===== src/tmc_cfg.svh =====
// Constants for the two-channel temperature monitor core.
// Assumes inclusion by bare name from the core.
// Function
// - Convert continuously without external trigger
// - Alternate local and remote channel conversions
// - Store signed 8-bit result per channel
// - Compare against four limits, set flags
// - Any out-of-limit flag pulls alarm low
// - Alarm output is open-drain
// - Host writes limits/config, reads every register
// - Controls: standby, alarm mask, conversion rate
// - Standby pin low stops converting
// - Three-state address pins form bus address
// - Value registers reset to minus 128
// - Normal boot: measure both before comparing
// - Standby boot: defaults trip both low flags
// - Leave standby, status read clears if in-limit
// - Average 16 measurements per reported value
// - Data pin open-drain, clock input only
// - Status layout: busy 7, flags 6..2
// - Status read clears only vanished conditions
// - First written byte loads register pointer
// - Separate write addresses 09-0E, one-shot 0F
`ifndef TMC_CFG_SVH
`define TMC_CFG_SVH
// Register indexes; byte address on APB is four times the index
`define TMC_IDX_LVAL 8'h00
`define TMC_IDX_RVAL 8'h01
`define TMC_IDX_STAT 8'h02
`define TMC_IDX_CFG_R 8'h03
`define TMC_IDX_RATE_R 8'h04
`define TMC_IDX_LHI_R 8'h05
`define TMC_IDX_LLO_R 8'h06
`define TMC_IDX_RHI_R 8'h07
`define TMC_IDX_RLO_R 8'h08
`define TMC_IDX_CFG_W 8'h09
`define TMC_IDX_RATE_W 8'h0A
`define TMC_IDX_LHI_W 8'h0B
`define TMC_IDX_LLO_W 8'h0C
`define TMC_IDX_RHI_W 8'h0D
`define TMC_IDX_RLO_W 8'h0E
`define TMC_IDX_ONESHOT 8'h0F
// Reset values
`define TMC_RST_VAL 8'h80
`define TMC_RST_CFG 8'h00
`define TMC_RST_RATE 8'h02
`define TMC_RST_HI 8'h7F
`define TMC_RST_LO 8'hC9
// Field positions
`define TMC_STAT_BUSY 7
`define TMC_CFG_MASK 7
`define TMC_CFG_STANDBY_SELECT_N 6
// Timing, counts and SMBus base address
`define TMC_AVG_LAST 4'hF
`define TMC_RATE_MAX 8'h09
`define TMC_CLK_MHZ 40
`define TMC_GAP_UNIT_US 1000
`define TMC_SMB_BASE 7'h18
`endif


===== src/tmc_pkg.sv =====
// Types shared by the temperature monitor core.
// Assumes tmc_cfg.svh is on the include path.
package tmc_pkg;
  typedef struct packed {
    logic psel;
    logic penable;
    logic pwrite;
    logic [11:0] paddr;
    logic [31:0] pwdata;
  } tmc_apb_req_t;
  typedef struct packed {
    logic pready;
    logic pslverr;
    logic [31:0] prdata;
  } tmc_apb_rsp_t;
  typedef enum logic [1:0] {C_GAP, C_START, C_WAIT} tmc_conv_t;
  typedef enum logic [2:0] {M_IDLE, M_ADDR, M_ACK, M_WR, M_SEND, M_RACK} tmc_smb_t;
endpackage : tmc_pkg


===== src/tmc_core.sv =====
// Temperature monitor digital core: conversion sequencing, averaging,
// limit compare, status flags, open-drain alarm, APB and SMBus register access.
// Assumes an external ADC giving one sample per adc_start on the core clock.
`include "tmc_cfg.svh"
`timescale 1ns/1ps
`default_nettype none
module tmc_core #(
  parameter int GAP_UNIT_CYC = `TMC_GAP_UNIT_US * `TMC_CLK_MHZ
) (
  input wire logic clock,
  input wire logic rst_n,
  input wire tmc_pkg::tmc_apb_req_t apb_req,
  output tmc_pkg::tmc_apb_rsp_t apb_rsp,
  input wire logic standby_select_n,
  input wire logic [1:0] addr_select_high,
  input wire logic [1:0] addr_select_low,
  input wire logic smb_clk,
  input wire logic serial_data_pin_in,
  output logic serial_data_pin_out,
  output logic serial_data_pin_oe,
  output logic alert_out,
  output logic alert_oe,
  input wire logic [7:0] adc_data,
  input wire logic adc_done,
  input wire logic remote_open,
  output logic adc_start,
  output logic adc_remote
);
  // =========================================================
  // Registers and helpers
  logic [7:0] lval_q, lval_d, rval_q, rval_d, cfg_q, cfg_d, rate_q, rate_d;
  logic [7:0] lhi_q, lhi_d, llo_q, llo_d, rhi_q, rhi_d, rlo_q, rlo_d;
  logic [4:0] flags_q, flags_d;
  logic cmp_en_q, cmp_en_d, oneshot_q, oneshot_d;
  logic busy;
  logic [6:0] my_addr_q, my_addr_d;
  logic [1:0] boot_q, boot_d;
  logic wr_en, rd_stat;
  logic [7:0] wr_idx, wr_data;

  function automatic logic [7:0] reg_read(input logic [7:0] idx);
    case (idx)
      `TMC_IDX_LVAL: reg_read = lval_q;
      `TMC_IDX_RVAL: reg_read = rval_q;
      `TMC_IDX_STAT: reg_read = {busy, flags_q, 2'b00};
      `TMC_IDX_CFG_R: reg_read = cfg_q;
      `TMC_IDX_RATE_R: reg_read = rate_q;
      `TMC_IDX_LHI_R: reg_read = lhi_q;
      `TMC_IDX_LLO_R: reg_read = llo_q;
      `TMC_IDX_RHI_R: reg_read = rhi_q;
      `TMC_IDX_RLO_R: reg_read = rlo_q;
      default: reg_read = 8'h00;
    endcase
  endfunction : reg_read

  // Three-state pin code 0 low, 1 open, 2 high
  function automatic logic [6:0] pin_addr(input logic [1:0] hi, input logic [1:0] lo);
    pin_addr = 7'(`TMC_SMB_BASE + 7'(hi) * 7'h03 + 7'(lo));
  endfunction : pin_addr

  // =========================================================
  // Synchronisers for pins from outside the clock domain
  logic [1:0] standby_select_n_sy, scl_sy, sda_sy, open_sy;
  logic [1:0] ah1_q, ah2_q, al1_q, al2_q;
  logic scl_p, sda_p;
  always_ff @(posedge clock) begin
    if (!rst_n) begin
      standby_select_n_sy <= 2'h0; // Standby until the pin is seen, so boot cannot start a round
      scl_sy <= 2'h3;
      sda_sy <= 2'h3;
      open_sy <= 2'h0;
      ah1_q <= 2'h0;
      ah2_q <= 2'h0;
      al1_q <= 2'h0;
      al2_q <= 2'h0;
      scl_p <= 1'b1;
      sda_p <= 1'b1;
    end else begin
      standby_select_n_sy <= {standby_select_n_sy[0], standby_select_n};
      scl_sy <= {scl_sy[0], smb_clk};
      sda_sy <= {sda_sy[0], serial_data_pin_in};
      open_sy <= {open_sy[0], remote_open};
      ah1_q <= addr_select_high;
      ah2_q <= ah1_q;
      al1_q <= addr_select_low;
      al2_q <= al1_q;
      scl_p <= scl_sy[1];
      sda_p <= sda_sy[1];
    end
  end
  logic standby;
  assign standby = !standby_select_n_sy[1] || cfg_q[`TMC_CFG_STANDBY_SELECT_N];

  // =========================================================
  // APB slave, one wait state
  tmc_pkg::tmc_apb_rsp_t rsp_q, rsp_d;
  logic [7:0] a_idx;
  logic a_done, a_rd_ok, a_wr_ok;
  assign a_idx = apb_req.paddr[9:2];
  assign a_done = apb_req.psel && apb_req.penable && rsp_q.pready;
  // Cross-used addresses are refused with an error
  assign a_rd_ok = (apb_req.paddr[11:10] == 2'h0) && (a_idx <= `TMC_IDX_RLO_R);
  assign a_wr_ok = (apb_req.paddr[11:10] == 2'h0) && (a_idx >= `TMC_IDX_CFG_W)
                   && (a_idx <= `TMC_IDX_ONESHOT);
  always_comb begin
    rsp_d = '0;
    if (apb_req.psel && apb_req.penable && !rsp_q.pready) begin
      rsp_d.pready = 1'b1;
      rsp_d.pslverr = apb_req.pwrite ? !a_wr_ok : !a_rd_ok;
      rsp_d.prdata = (!apb_req.pwrite && a_rd_ok) ? {24'h0, reg_read(a_idx)} : 32'h0;
    end
  end
  always_ff @(posedge clock) begin
    if (!rst_n) rsp_q <= '0;
    else rsp_q <= rsp_d;
  end
  assign apb_rsp = rsp_q;

  // =========================================================
  // SMBus slave
  tmc_pkg::tmc_smb_t sm_q, sm_d;
  logic [7:0] sh_q, sh_d, ptr_q, ptr_d, rdv;
  logic [3:0] bit_q, bit_d;
  logic rw_q, rw_d, first_q, first_d, oe_q, oe_d, nack_q, nack_d;
  logic s_rise, s_fall, s_start, s_stop, s_wr, s_rds, load;
  assign s_rise = scl_sy[1] && !scl_p;
  assign s_fall = !scl_sy[1] && scl_p;
  assign s_start = scl_sy[1] && sda_p && !sda_sy[1];
  assign s_stop = scl_sy[1] && !sda_p && sda_sy[1];
  assign rdv = reg_read(ptr_q);
  always_comb begin
    sm_d = sm_q;
    sh_d = sh_q;
    ptr_d = ptr_q;
    bit_d = bit_q;
    rw_d = rw_q;
    first_d = first_q;
    oe_d = oe_q;
    nack_d = nack_q;
    s_wr = 1'b0;
    load = 1'b0;
    if (s_start) begin
      sm_d = tmc_pkg::M_ADDR;
      bit_d = 4'h0;
      oe_d = 1'b0;
      first_d = 1'b1;
    end else if (s_stop) begin
      sm_d = tmc_pkg::M_IDLE;
      oe_d = 1'b0;
    end else begin
      case (sm_q)
        tmc_pkg::M_ADDR, tmc_pkg::M_WR: begin
          if (s_rise) begin
            sh_d = {sh_q[6:0], sda_sy[1]};
            bit_d = 4'(bit_q + 4'h1);
          end else if (s_fall && bit_q == 4'h8) begin
            bit_d = 4'h0;
            if (sm_q == tmc_pkg::M_ADDR) begin
              if (sh_q[7:1] == my_addr_q) begin
                oe_d = 1'b1;
                rw_d = sh_q[0];
                sm_d = tmc_pkg::M_ACK;
              end else begin
                sm_d = tmc_pkg::M_IDLE;
              end
            end else begin
              oe_d = 1'b1;
              sm_d = tmc_pkg::M_ACK;
              if (first_q) begin
                ptr_d = sh_q;
                first_d = 1'b0;
              end else begin
                s_wr = 1'b1;
              end
            end
          end
        end
        tmc_pkg::M_ACK: begin
          if (s_fall) begin
            if (rw_q) load = 1'b1;
            else begin
              oe_d = 1'b0;
              sm_d = tmc_pkg::M_WR;
            end
          end
        end
        tmc_pkg::M_SEND: begin
          if (s_fall) begin
            if (bit_q == 4'h8) begin
              oe_d = 1'b0;
              sm_d = tmc_pkg::M_RACK;
            end else begin
              oe_d = !sh_q[7];
              sh_d = {sh_q[6:0], 1'b0};
              bit_d = 4'(bit_q + 4'h1);
            end
          end
        end
        tmc_pkg::M_RACK: begin
          if (s_rise) nack_d = sda_sy[1];
          else if (s_fall) begin
            if (nack_q) sm_d = tmc_pkg::M_IDLE;
            else load = 1'b1;
          end
        end
        default: sm_d = tmc_pkg::M_IDLE;
      endcase
    end
    if (load) begin
      oe_d = !rdv[7];
      sh_d = {rdv[6:0], 1'b0};
      bit_d = 4'h1;
      sm_d = tmc_pkg::M_SEND;
    end
    s_rds = load && ptr_q == `TMC_IDX_STAT;
  end
  always_ff @(posedge clock) begin
    if (!rst_n) begin
      sm_q <= tmc_pkg::M_IDLE;
      sh_q <= 8'h00;
      ptr_q <= 8'h00;
      bit_q <= 4'h0;
      rw_q <= 1'b0;
      first_q <= 1'b0;
      oe_q <= 1'b0;
      nack_q <= 1'b0;
    end else begin
      sm_q <= sm_d;
      sh_q <= sh_d;
      ptr_q <= ptr_d;
      bit_q <= bit_d;
      rw_q <= rw_d;
      first_q <= first_d;
      oe_q <= oe_d;
      nack_q <= nack_d;
    end
  end
  assign serial_data_pin_oe = oe_q;
  assign serial_data_pin_out = 1'b0;

  // Either port may write; APB wins a same-cycle collision
  assign wr_en = (a_done && apb_req.pwrite && a_wr_ok) || s_wr;
  assign wr_idx = (a_done && apb_req.pwrite && a_wr_ok) ? a_idx : ptr_q;
  assign wr_data = (a_done && apb_req.pwrite && a_wr_ok) ? apb_req.pwdata[7:0] : sh_q;
  assign rd_stat = (a_done && !apb_req.pwrite && a_idx == `TMC_IDX_STAT) || s_rds;

  // =========================================================
  // Conversion sequencer with 16-sample averaging
  tmc_pkg::tmc_conv_t cv_q, cv_d;
  logic [31:0] gap_q, gap_d;
  logic [3:0] n_q, n_d;
  logic signed [11:0] acc_q, acc_d;
  logic chan_q, chan_d, start_q, start_d, both_q, both_d;
  logic [3:0] gap_sh;
  assign gap_sh = 4'(`TMC_RATE_MAX - ((rate_q > `TMC_RATE_MAX) ? `TMC_RATE_MAX : rate_q));
  assign busy = cv_q != tmc_pkg::C_GAP;
  always_comb begin
    cv_d = cv_q;
    gap_d = gap_q;
    n_d = n_q;
    acc_d = acc_q;
    chan_d = chan_q;
    start_d = 1'b0;
    both_d = both_q;
    lval_d = lval_q;
    rval_d = rval_q;
    oneshot_d = oneshot_q;
    case (cv_q)
      tmc_pkg::C_GAP: begin
        if (gap_q != 32'h0) gap_d = 32'(gap_q - 32'h1);
        else if (!standby || oneshot_q) cv_d = tmc_pkg::C_START;
      end
      tmc_pkg::C_START: begin
        start_d = 1'b1;
        cv_d = tmc_pkg::C_WAIT;
      end
      tmc_pkg::C_WAIT: begin
        if (adc_done) begin
          acc_d = 12'(acc_q + {{4{adc_data[7]}}, adc_data});
          n_d = 4'(n_q + 4'h1);
          cv_d = tmc_pkg::C_START;
          if (n_q == `TMC_AVG_LAST) begin
            acc_d = 12'sh000;
            if (chan_q) begin
              rval_d = acc_d[11:4];
              both_d = 1'b1;
              oneshot_d = 1'b0;
              cv_d = tmc_pkg::C_GAP;
              gap_d = 32'(GAP_UNIT_CYC) << gap_sh;
            end else begin
              lval_d = acc_d[11:4];
            end
            chan_d = !chan_q;
          end
        end
      end
      default: cv_d = tmc_pkg::C_GAP;
    endcase
    // Taken from the final sum before it is cleared
    if (cv_q == tmc_pkg::C_WAIT && adc_done && n_q == `TMC_AVG_LAST) begin
      if (chan_q) rval_d = 8'(12'(acc_q + {{4{adc_data[7]}}, adc_data}) >>> 4);
      else lval_d = 8'(12'(acc_q + {{4{adc_data[7]}}, adc_data}) >>> 4);
    end
    if (wr_en && wr_idx == `TMC_IDX_ONESHOT) oneshot_d = 1'b1;
  end
  always_ff @(posedge clock) begin
    if (!rst_n) begin
      cv_q <= tmc_pkg::C_GAP;
      gap_q <= 32'h0;
      n_q <= 4'h0;
      acc_q <= 12'sh000;
      chan_q <= 1'b0;
      start_q <= 1'b0;
      both_q <= 1'b0;
      lval_q <= `TMC_RST_VAL;
      rval_q <= `TMC_RST_VAL;
      oneshot_q <= 1'b0;
    end else begin
      cv_q <= cv_d;
      gap_q <= gap_d;
      n_q <= n_d;
      acc_q <= acc_d;
      chan_q <= chan_d;
      start_q <= start_d;
      both_q <= both_d;
      lval_q <= lval_d;
      rval_q <= rval_d;
      oneshot_q <= oneshot_d;
    end
  end
  assign adc_start = start_q;
  assign adc_remote = chan_q;

  // =========================================================
  // Control registers, comparison, flags and alarm
  logic [4:0] trip;
  logic al_q, al_d;
  assign trip = {$signed(lval_q) > $signed(lhi_q), $signed(lval_q) < $signed(llo_q),
                 $signed(rval_q) > $signed(rhi_q), $signed(rval_q) < $signed(rlo_q),
                 open_sy[1]};
  always_comb begin
    cfg_d = cfg_q;
    rate_d = rate_q;
    lhi_d = lhi_q;
    llo_d = llo_q;
    rhi_d = rhi_q;
    rlo_d = rlo_q;
    if (wr_en) begin
      case (wr_idx)
        `TMC_IDX_CFG_W: cfg_d = wr_data;
        `TMC_IDX_RATE_W: rate_d = wr_data;
        `TMC_IDX_LHI_W: lhi_d = wr_data;
        `TMC_IDX_LLO_W: llo_d = wr_data;
        `TMC_IDX_RHI_W: rhi_d = wr_data;
        `TMC_IDX_RLO_W: rlo_d = wr_data;
        default: cfg_d = cfg_q;
      endcase
    end
    boot_d = (boot_q == 2'h3) ? boot_q : 2'(boot_q + 2'h1);
    my_addr_d = (boot_q == 2'h2) ? pin_addr(ah2_q, al2_q) : my_addr_q;
    // Standby boot compares the defaults at once; normal boot waits for both values
    cmp_en_d = cmp_en_q || both_q || (boot_q == 2'h2 && !standby_select_n_sy[1]);
    // A new trip wins over the read clear
    flags_d = (flags_q & ~({5{rd_stat}} & ~trip)) | (cmp_en_q ? trip : 5'h00);
    al_d = (|flags_q) && !cfg_q[`TMC_CFG_MASK];
  end
  always_ff @(posedge clock) begin
    if (!rst_n) begin
      cfg_q <= `TMC_RST_CFG;
      rate_q <= `TMC_RST_RATE;
      lhi_q <= `TMC_RST_HI;
      llo_q <= `TMC_RST_LO;
      rhi_q <= `TMC_RST_HI;
      rlo_q <= `TMC_RST_LO;
      boot_q <= 2'h0;
      my_addr_q <= `TMC_SMB_BASE;
      cmp_en_q <= 1'b0;
      flags_q <= 5'h00;
      al_q <= 1'b0;
    end else begin
      cfg_q <= cfg_d;
      rate_q <= rate_d;
      lhi_q <= lhi_d;
      llo_q <= llo_d;
      rhi_q <= rhi_d;
      rlo_q <= rlo_d;
      boot_q <= boot_d;
      my_addr_q <= my_addr_d;
      cmp_en_q <= cmp_en_d;
      flags_q <= flags_d;
      al_q <= al_d;
    end
  end
  assign alert_oe = al_q;
  assign alert_out = 1'b0;
endmodule : tmc_core
`default_nettype wire


===== config.mk =====
export PLATFORM = sky130hd
export DESIGN_NAME = tmc_core
export DESIGN_NICKNAME = d
export VERILOG_FILES = /design/src/tmc_pkg.sv /design/src/tmc_core.sv
export VERILOG_INCLUDE_DIRS = /design/src
export SDC_FILE = /design/constraint.sdc
export NUM_CORES = 1
export LEC_CHECK = 0
export ABC_AREA = 1
export BUFFER_PORTS_ARGS = -buffer_cell sky130_fd_sc_hd__buf_4
export CORE_MARGIN = 3
export CORE_UTILIZATION = 60
export CTS_CLUSTER_SIZE = 16
export DETAILED_ROUTE_END_ITERATION = 8
export MAX_ROUTING_LAYER = met4
export PLACE_DENSITY = 0.81
export REMOVE_ABC_BUFFERS = 1
export SLEW_MARGIN = 15
export SYNTH_ARGS = -nofsm -noshare
export SYNTH_HDL_FRONTEND = slang
export SYNTH_SLANG_ARGS = --single-unit

===== constraint.sdc =====
create_clock -name clock -period 2.9 [get_ports clock]
set_input_delay 0.29 -clock clock [delete_from_list [all_inputs] [get_ports clock]]
set_output_delay 0.29 -clock clock [all_outputs]
set_load 0.1 [all_outputs]

=== Word-level counts from Yosys, hierarchy flattened ===
Index checks and enable logic that the tools add are counted.

* Equality and inequality tests: 84
* Shift-type cells: 1
* Multiplexer cells: 102
* Bitwise logic cells: 10
* Multipliers: 1
* Magnitude comparators: 8
* Reduce and logical (&&, ||, !) cells: 92
* $add $sub $neg: 8

{| class="wikitable"
|+ Operators with widths
! kind !! number
|-
| 8-bit two-way mux || 21
|-
| 8-bit case mux with 9 select lines || 2
|-
| 32-bit two-way mux || 4
|-
| 8-bit by 4-bit equality test with 1-bit output (second input constant) || 9
|-
| 8-bit by 3-bit equality test with 1-bit output (second input constant) || 8
|-
| 32-bit case mux with 2 select lines || 1
|-
| 5-bit != test (second input constant) || 10
|-
| 4-bit != test (second input constant) || 11
|-
| 1-bit two-way mux || 43
|-
| 3-bit two-way mux || 13
|-
| 2-bit != test (second input constant) || 19
|-
| 34-bit two-way mux || 1
|-
| 8-bit by 2-bit equality test with 1-bit output (second input constant) || 4
|-
| 32-bit nonzero test || 1
|-
| 16-bit by 4-bit << shifter with 32-bit output (first input constant) || 1
|-
| 32-bit by 1-bit subtractor with 32-bit output (second input constant) || 1
|-
| 9-bit AND reduction || 3
|-
| 1-bit logical AND || 24
|-
| 7-bit AND reduction || 3
|-
| 4-bit two-way mux || 5
|-
| 5-bit AND reduction || 4
|-
| 2-bit nonzero test || 9
|-
| 8-bit by 1-bit equality test with 1-bit output (second input constant) || 2
|-
| 8-bit greater-than comparator || 2
|-
| other kinds (50) || 105
|}

* Bits of input ports: 66
* Logic and storage cells: 353
* Flip-flop bits (word level): 213
* Output and inout port bits: 40

=== Depth between registers and ports, before layout ===
* Depth in word-level cells: 13
* Depth in mapped cells: 15

=== Worst setup path after synthesis ===
Ideal clock, no wire load.

* Kind: flip-flop to flip-flop
* From: register rsp_q, in the netlist apb_rsp[33]
* To: register llo_q[2]
* Data required time: 2,787 ps
* Arrival: 2,193 ps
* Stages on the path, launching flop included: 12
* Path buffers: 2
* Library setup time: 113 ps
* Path slack: 594 ps
* Cells stage by stage: dfxtp_1 > inv_1 > nor2_2 > nand2_4 > buf_6 > nand2_2 > nand2_4 > nor2_8 > buf_6 > nand3_1 > nand2_1 > nor2_1

* Word-level cells in the longest chain between the ends: 6
* Elaborated cells between the ends (all ways): 8
* Classes of those cells: 1 x eq/ne; 2 x mux; 5 x reduce/logical

{| class="wikitable"
|+ Ends and longest elaborated chain
! what !! line !! source
|-
| start, declared || tmc_core.sv:96 || <nowiki>tmc_pkg::tmc_apb_rsp_t rsp_q, rsp_d;</nowiki>
|-
| start signal, assigned || tmc_core.sv:115 || <nowiki>else rsp_q <= rsp_d;</nowiki>
|-
| 1-bit logical AND * || tmc_core.sv:100 || <nowiki>assign a_done = apb_req.psel && apb_req.penable && rsp_q.pready;</nowiki>
|-
| 1-bit logical AND * (2 in a row) || tmc_core.sv:242, tmc_core.sv:243, tmc_core.sv:244 ||
|-
| 8-bit two-way mux || tmc_core.sv:243 || <nowiki>assign wr_idx = (a_done && apb_req.pwrite && a_wr_ok) ? a_idx : ptr_q;</nowiki>
|-
| 8-bit by 4-bit equality test with 1-bit output || tmc_core.sv:349 || <nowiki>case (wr_idx)</nowiki>
|-
| 2-bit AND reduction (no source line) || -- ||
|-
| end signal, assigned || tmc_core.sv:372 || <nowiki>llo_q <= `TMC_RST_LO;</nowiki>
|-
| end signal, assigned || tmc_core.sv:384 || <nowiki>llo_q <= llo_d;</nowiki>
|-
| end, declared || tmc_core.sv:32 || <nowiki>logic [7:0] lhi_q, lhi_d, llo_q, llo_d, rhi_q, rhi_d, rlo_q, rlo_d;</nowiki>
|}

Mark *: on every way between the ends. The rest lies on a longest branch, timed or not.
A chain may end at the register's enable or synchronous reset.

=== Final worst setup path ===
* From: register rate_q[1]
* To: register gap_q[17]

* Word-level cells in the longest chain between the ends: 8

{| class="wikitable"
|+ Ends and longest elaborated chain
! what !! line !! source
|-
| start, declared || tmc_core.sv:31 || <nowiki>logic [7:0] lval_q, lval_d, rval_q, rval_d, cfg_q, cfg_d, rate_q, rate_d;</nowiki>
|-
| start signal, assigned || tmc_core.sv:370 || <nowiki>rate_q <= `TMC_RST_RATE;</nowiki>
|-
| start signal, assigned || tmc_core.sv:382 || <nowiki>rate_q <= rate_d;</nowiki>
|-
| 8-bit by 4-bit greater-than comparator with 1-bit output (no source line) || -- ||
|-
| 4-bit two-way mux * || tmc_core.sv:255 || <nowiki>assign gap_sh = 4'(`TMC_RATE_MAX - ((rate_q > `TMC_RATE_MAX) ? `TMC_RATE_MAX : rate_q));</nowiki>
|-
| 4-bit subtractor (no source line) * || -- ||
|-
| 16-bit by 4-bit << shifter with 32-bit output * || tmc_core.sv:289 || <nowiki>gap_d = 32'(GAP_UNIT_CYC) << gap_sh;</nowiki>
|-
| 32-bit two-way mux * || tmc_core.sv:284 || <nowiki>if (chan_q) begin</nowiki>
|-
| 32-bit two-way mux * || tmc_core.sv:282 || <nowiki>if (n_q == `TMC_AVG_LAST) begin</nowiki>
|-
| 32-bit two-way mux * || tmc_core.sv:278 || <nowiki>if (adc_done) begin</nowiki>
|-
| 32-bit case mux with 2 select lines * || tmc_core.sv:268 || <nowiki>case (cv_q)</nowiki>
|-
| end signal, assigned || tmc_core.sv:320 || <nowiki>gap_q <= gap_d;</nowiki>
|-
| end, declared || tmc_core.sv:250 || <nowiki>logic [31:0] gap_q, gap_d;</nowiki>
|}

Mark *: on every way between the ends. The rest lies on a longest branch, timed or not. The select of a mux whose other input is x is not followed.

==> metrics <==
number of instances in the placed design roughly 2200; final hold slack 0.02575 ns; worst-margin pin slew 0.7617 ns; IO buf count 53; Worst Path Required 3.24 ns; Syn Std Cell Area 12030 um2; Clock Latency Late Sink approximately 0.45 ns; crit path DAT about 2.7 ns; outcome finished, final reports clean; Post-CTS Setup Bufs 0; R2R cell count 12; antenna violations before repair 0; vias in the first global route 11310; first-pass GRT wire length 57360 um; cts bufs inserted 17; clock root buffer clkbuf_16; RSZ-0062 raised after global routing false; final worst path period share 0.8293; post_cts resized 0; Tmin final 2.405 ns; first-pass iteration count of the detailed router 8; Overall Power around 9 mW; TritonCTS clock tree done; CORE AREA 19590 um2; Hold Crit Class in2reg; Hold EP al1_q[0]; nets a little over 2000; Final Hold Fails 0; Yosys top cell by area dfxtp_1; Die H 147.6 um; placed cell area 12500 um2; largest net degree at the start of global routing 65; Hold Startpoint addr_select_low[0]; Final WS setup ~0.50 ns; Ant. Diodes 0; metal2 WL 16150 um; static leakage 6.578 nW; FF+latch count, synth 187; gpl congestion 1.011; pre-CTS WS 0.5558 ns; H-tree depth 4; Total GRT Usage 0.3346; Most used DFF post-synth dfxtp_1; share of the synthesized area in the top cell type 0.3111; commonest cells after routing, fill and taps aside nand2_1, nor2_1, inv_1, dfxtp_1, nand3_1; Seq/Total Area, Yosys 0.3111; initial core utilization 0.6142; Seq. cell area 3744 um2; vias per cell 5.537; largest cells by area after synthesis dfxtp_1, nand2_1, nor2_1; Worst Path Max Fanout 12; Multi-input gate area 7064 um2; maxcap violations 0; final core utilization 0.6689; max layer used met4; P per Cell Area around 670 nW/um2; Metal-1 WL 15560 um; crit end category register; post-DR wirelength/cell 16.02 um; Setup Skew around 0.015 ns; CTS Sinks 187; Hold-fix buffers, CTS 0; vias post-DR 12300; layout cells sized above 1 0.08176; final non-filler cell area 13100 um2; # DRC 0; CP Launch Type register; setup TNS 0 ns; FFs w/ async S/R, synth 0; filler instances approximately 1800; Slew HR 0.4904; FP Rows about 50; hold path depth 3; die area 21790 um2; Final Non-Filler Cells 2222; Final setup viols 0; grt ovf 0; commonest non-fill, non-tap cell in the layout nand2_1; fmax 415.8 MHz; Met3 Routed Length 2964 um; EDFF count, synth 0; synthesized area per cell 6.312 um2; FF-to-FF Start rate_q[1]; critical path class reg2reg; Yosys cell types 47; Mapped Cells 1906; dpl hpwl 26910 um; Clock Pin Slew Worst Setup and Hold Paths around 0.08 ns; R2R Setup Slk about 0.5 ns; Longest Clk Path Bufs 2; Max VDD drop 381.9 uV; Final Max Slew Viols 0; First DRT Iteration DRCs 1284; yosys warns 0; boundary pin count 106; final WL 35590 um; RR Endpoint gap_q[17]; DRT antenna net count 0; die width ~150 um; area grow syn2layout 8.912%
[power by group]
group	total [mW]	internal, mW	leakage, nW	switching [mW]
Sequential	3.15	2.85	1.52	0.304
Clock	2.39	1.17	0.292	1.22
Combinational	3.29	1.06	4.77	2.23
[Yosys cell counts (3+ instances only)]
cell      count
nand2_1     459
nor2_1      332
inv_1       227
dfxtp_1     187
nand3_1     177
o21ai_0     128
a21oi_1     101
ha_1         54
buf_4        31
clkbuf_1     18
nor3_1       18
nor2_4       14
o22ai_1      14
nand4_1      13
nand2_2      11
xnor2_1      11
a211oi_1     10
xor2_1        9
buf_2         8
inv_2         7
nor2_2        7
o21ai_1       7
buf_1         6
buf_6         6
o21ai_2       6
or2_2         6
nand2_4       5
o21a_1        4
fa_1          3
nor2_8        3
o211ai_1      3
o21bai_1      3
[cells by family after synthesis]
group                    count (synthesis)  share of synthesized area
buffers and inverters                  305                     0.1095
flip-flops                             187                     0.3111
adder cells (fa/ha/maj)                 57                    0.06115
XOR/XNOR                                20                    0.01456
other                                    1                  0.0003117
AND/OR/NAND/NOR                       1051                     0.3741
AO/OA/AOI/OAI                          285                     0.1293
[how the worst max path moves through the flow]
stage	to	from
2_1_floorplan	rlo_q[0]	apb_rsp[33]
3_3_place_gp	gap_q[17]	rate_q[1]
3_5_place_dp	gap_q[21]	gap_q[0]
4_1_cts	gap_q[21]	gap_q[0]
5_1_grt	gap_q[21]	rate_q[1]
6_report	gap_q[17]	rate_q[1]
[cell type report]
class	count	share of cell area
Inverter	235	0.06732
Multi-Input combinational cell	1439	0.5391
Clock buffer	17	0.03246
Clock inverter	15	0.01346
Timing Repair Buffer	64	0.03667
Sequential cell	187	0.2857
Tap cell	265	0.02530
[worst max-delay path: stages, from the launching register on]
cell and delay, ns:
dfxtp_1 0.38, o21ai_0 0.24, inv_1 0.06, nor2_1 0.16, nand2_1 0.15, ha_1 0.52, inv_1 0.20, nand2_1 0.19
a21oi_1 0.10, nand2_1 0.08, nand2_1 0.06, nor2_1 0.11, nor2_1 0.05
[flip-flops by register name, indices dropped and copies added (netlist names), 4 cells and up]
register,count
acc_q,12
apb_rsp,10
bit_q,4
cfg_q,8
flags_q,5
gap_q,32
lhi_q,8
llo_q,8
lval_q,8
my_addr_q,5
n_q,4
ptr_q,8
rate_q,8
rhi_q,8
rlo_q,8
rval_q,8
sh_q,8
[routing by layer]
metal | track usage | up-vias
met5 | - | -
met4 | 0.1090 | 0
met3 | 0.04323 | 66
met2 | 0.5290 | 525
met1 | 0.4478 | 5584
li1 | - | 6129
Note: power is estimated with default switching activity, not from simulation.
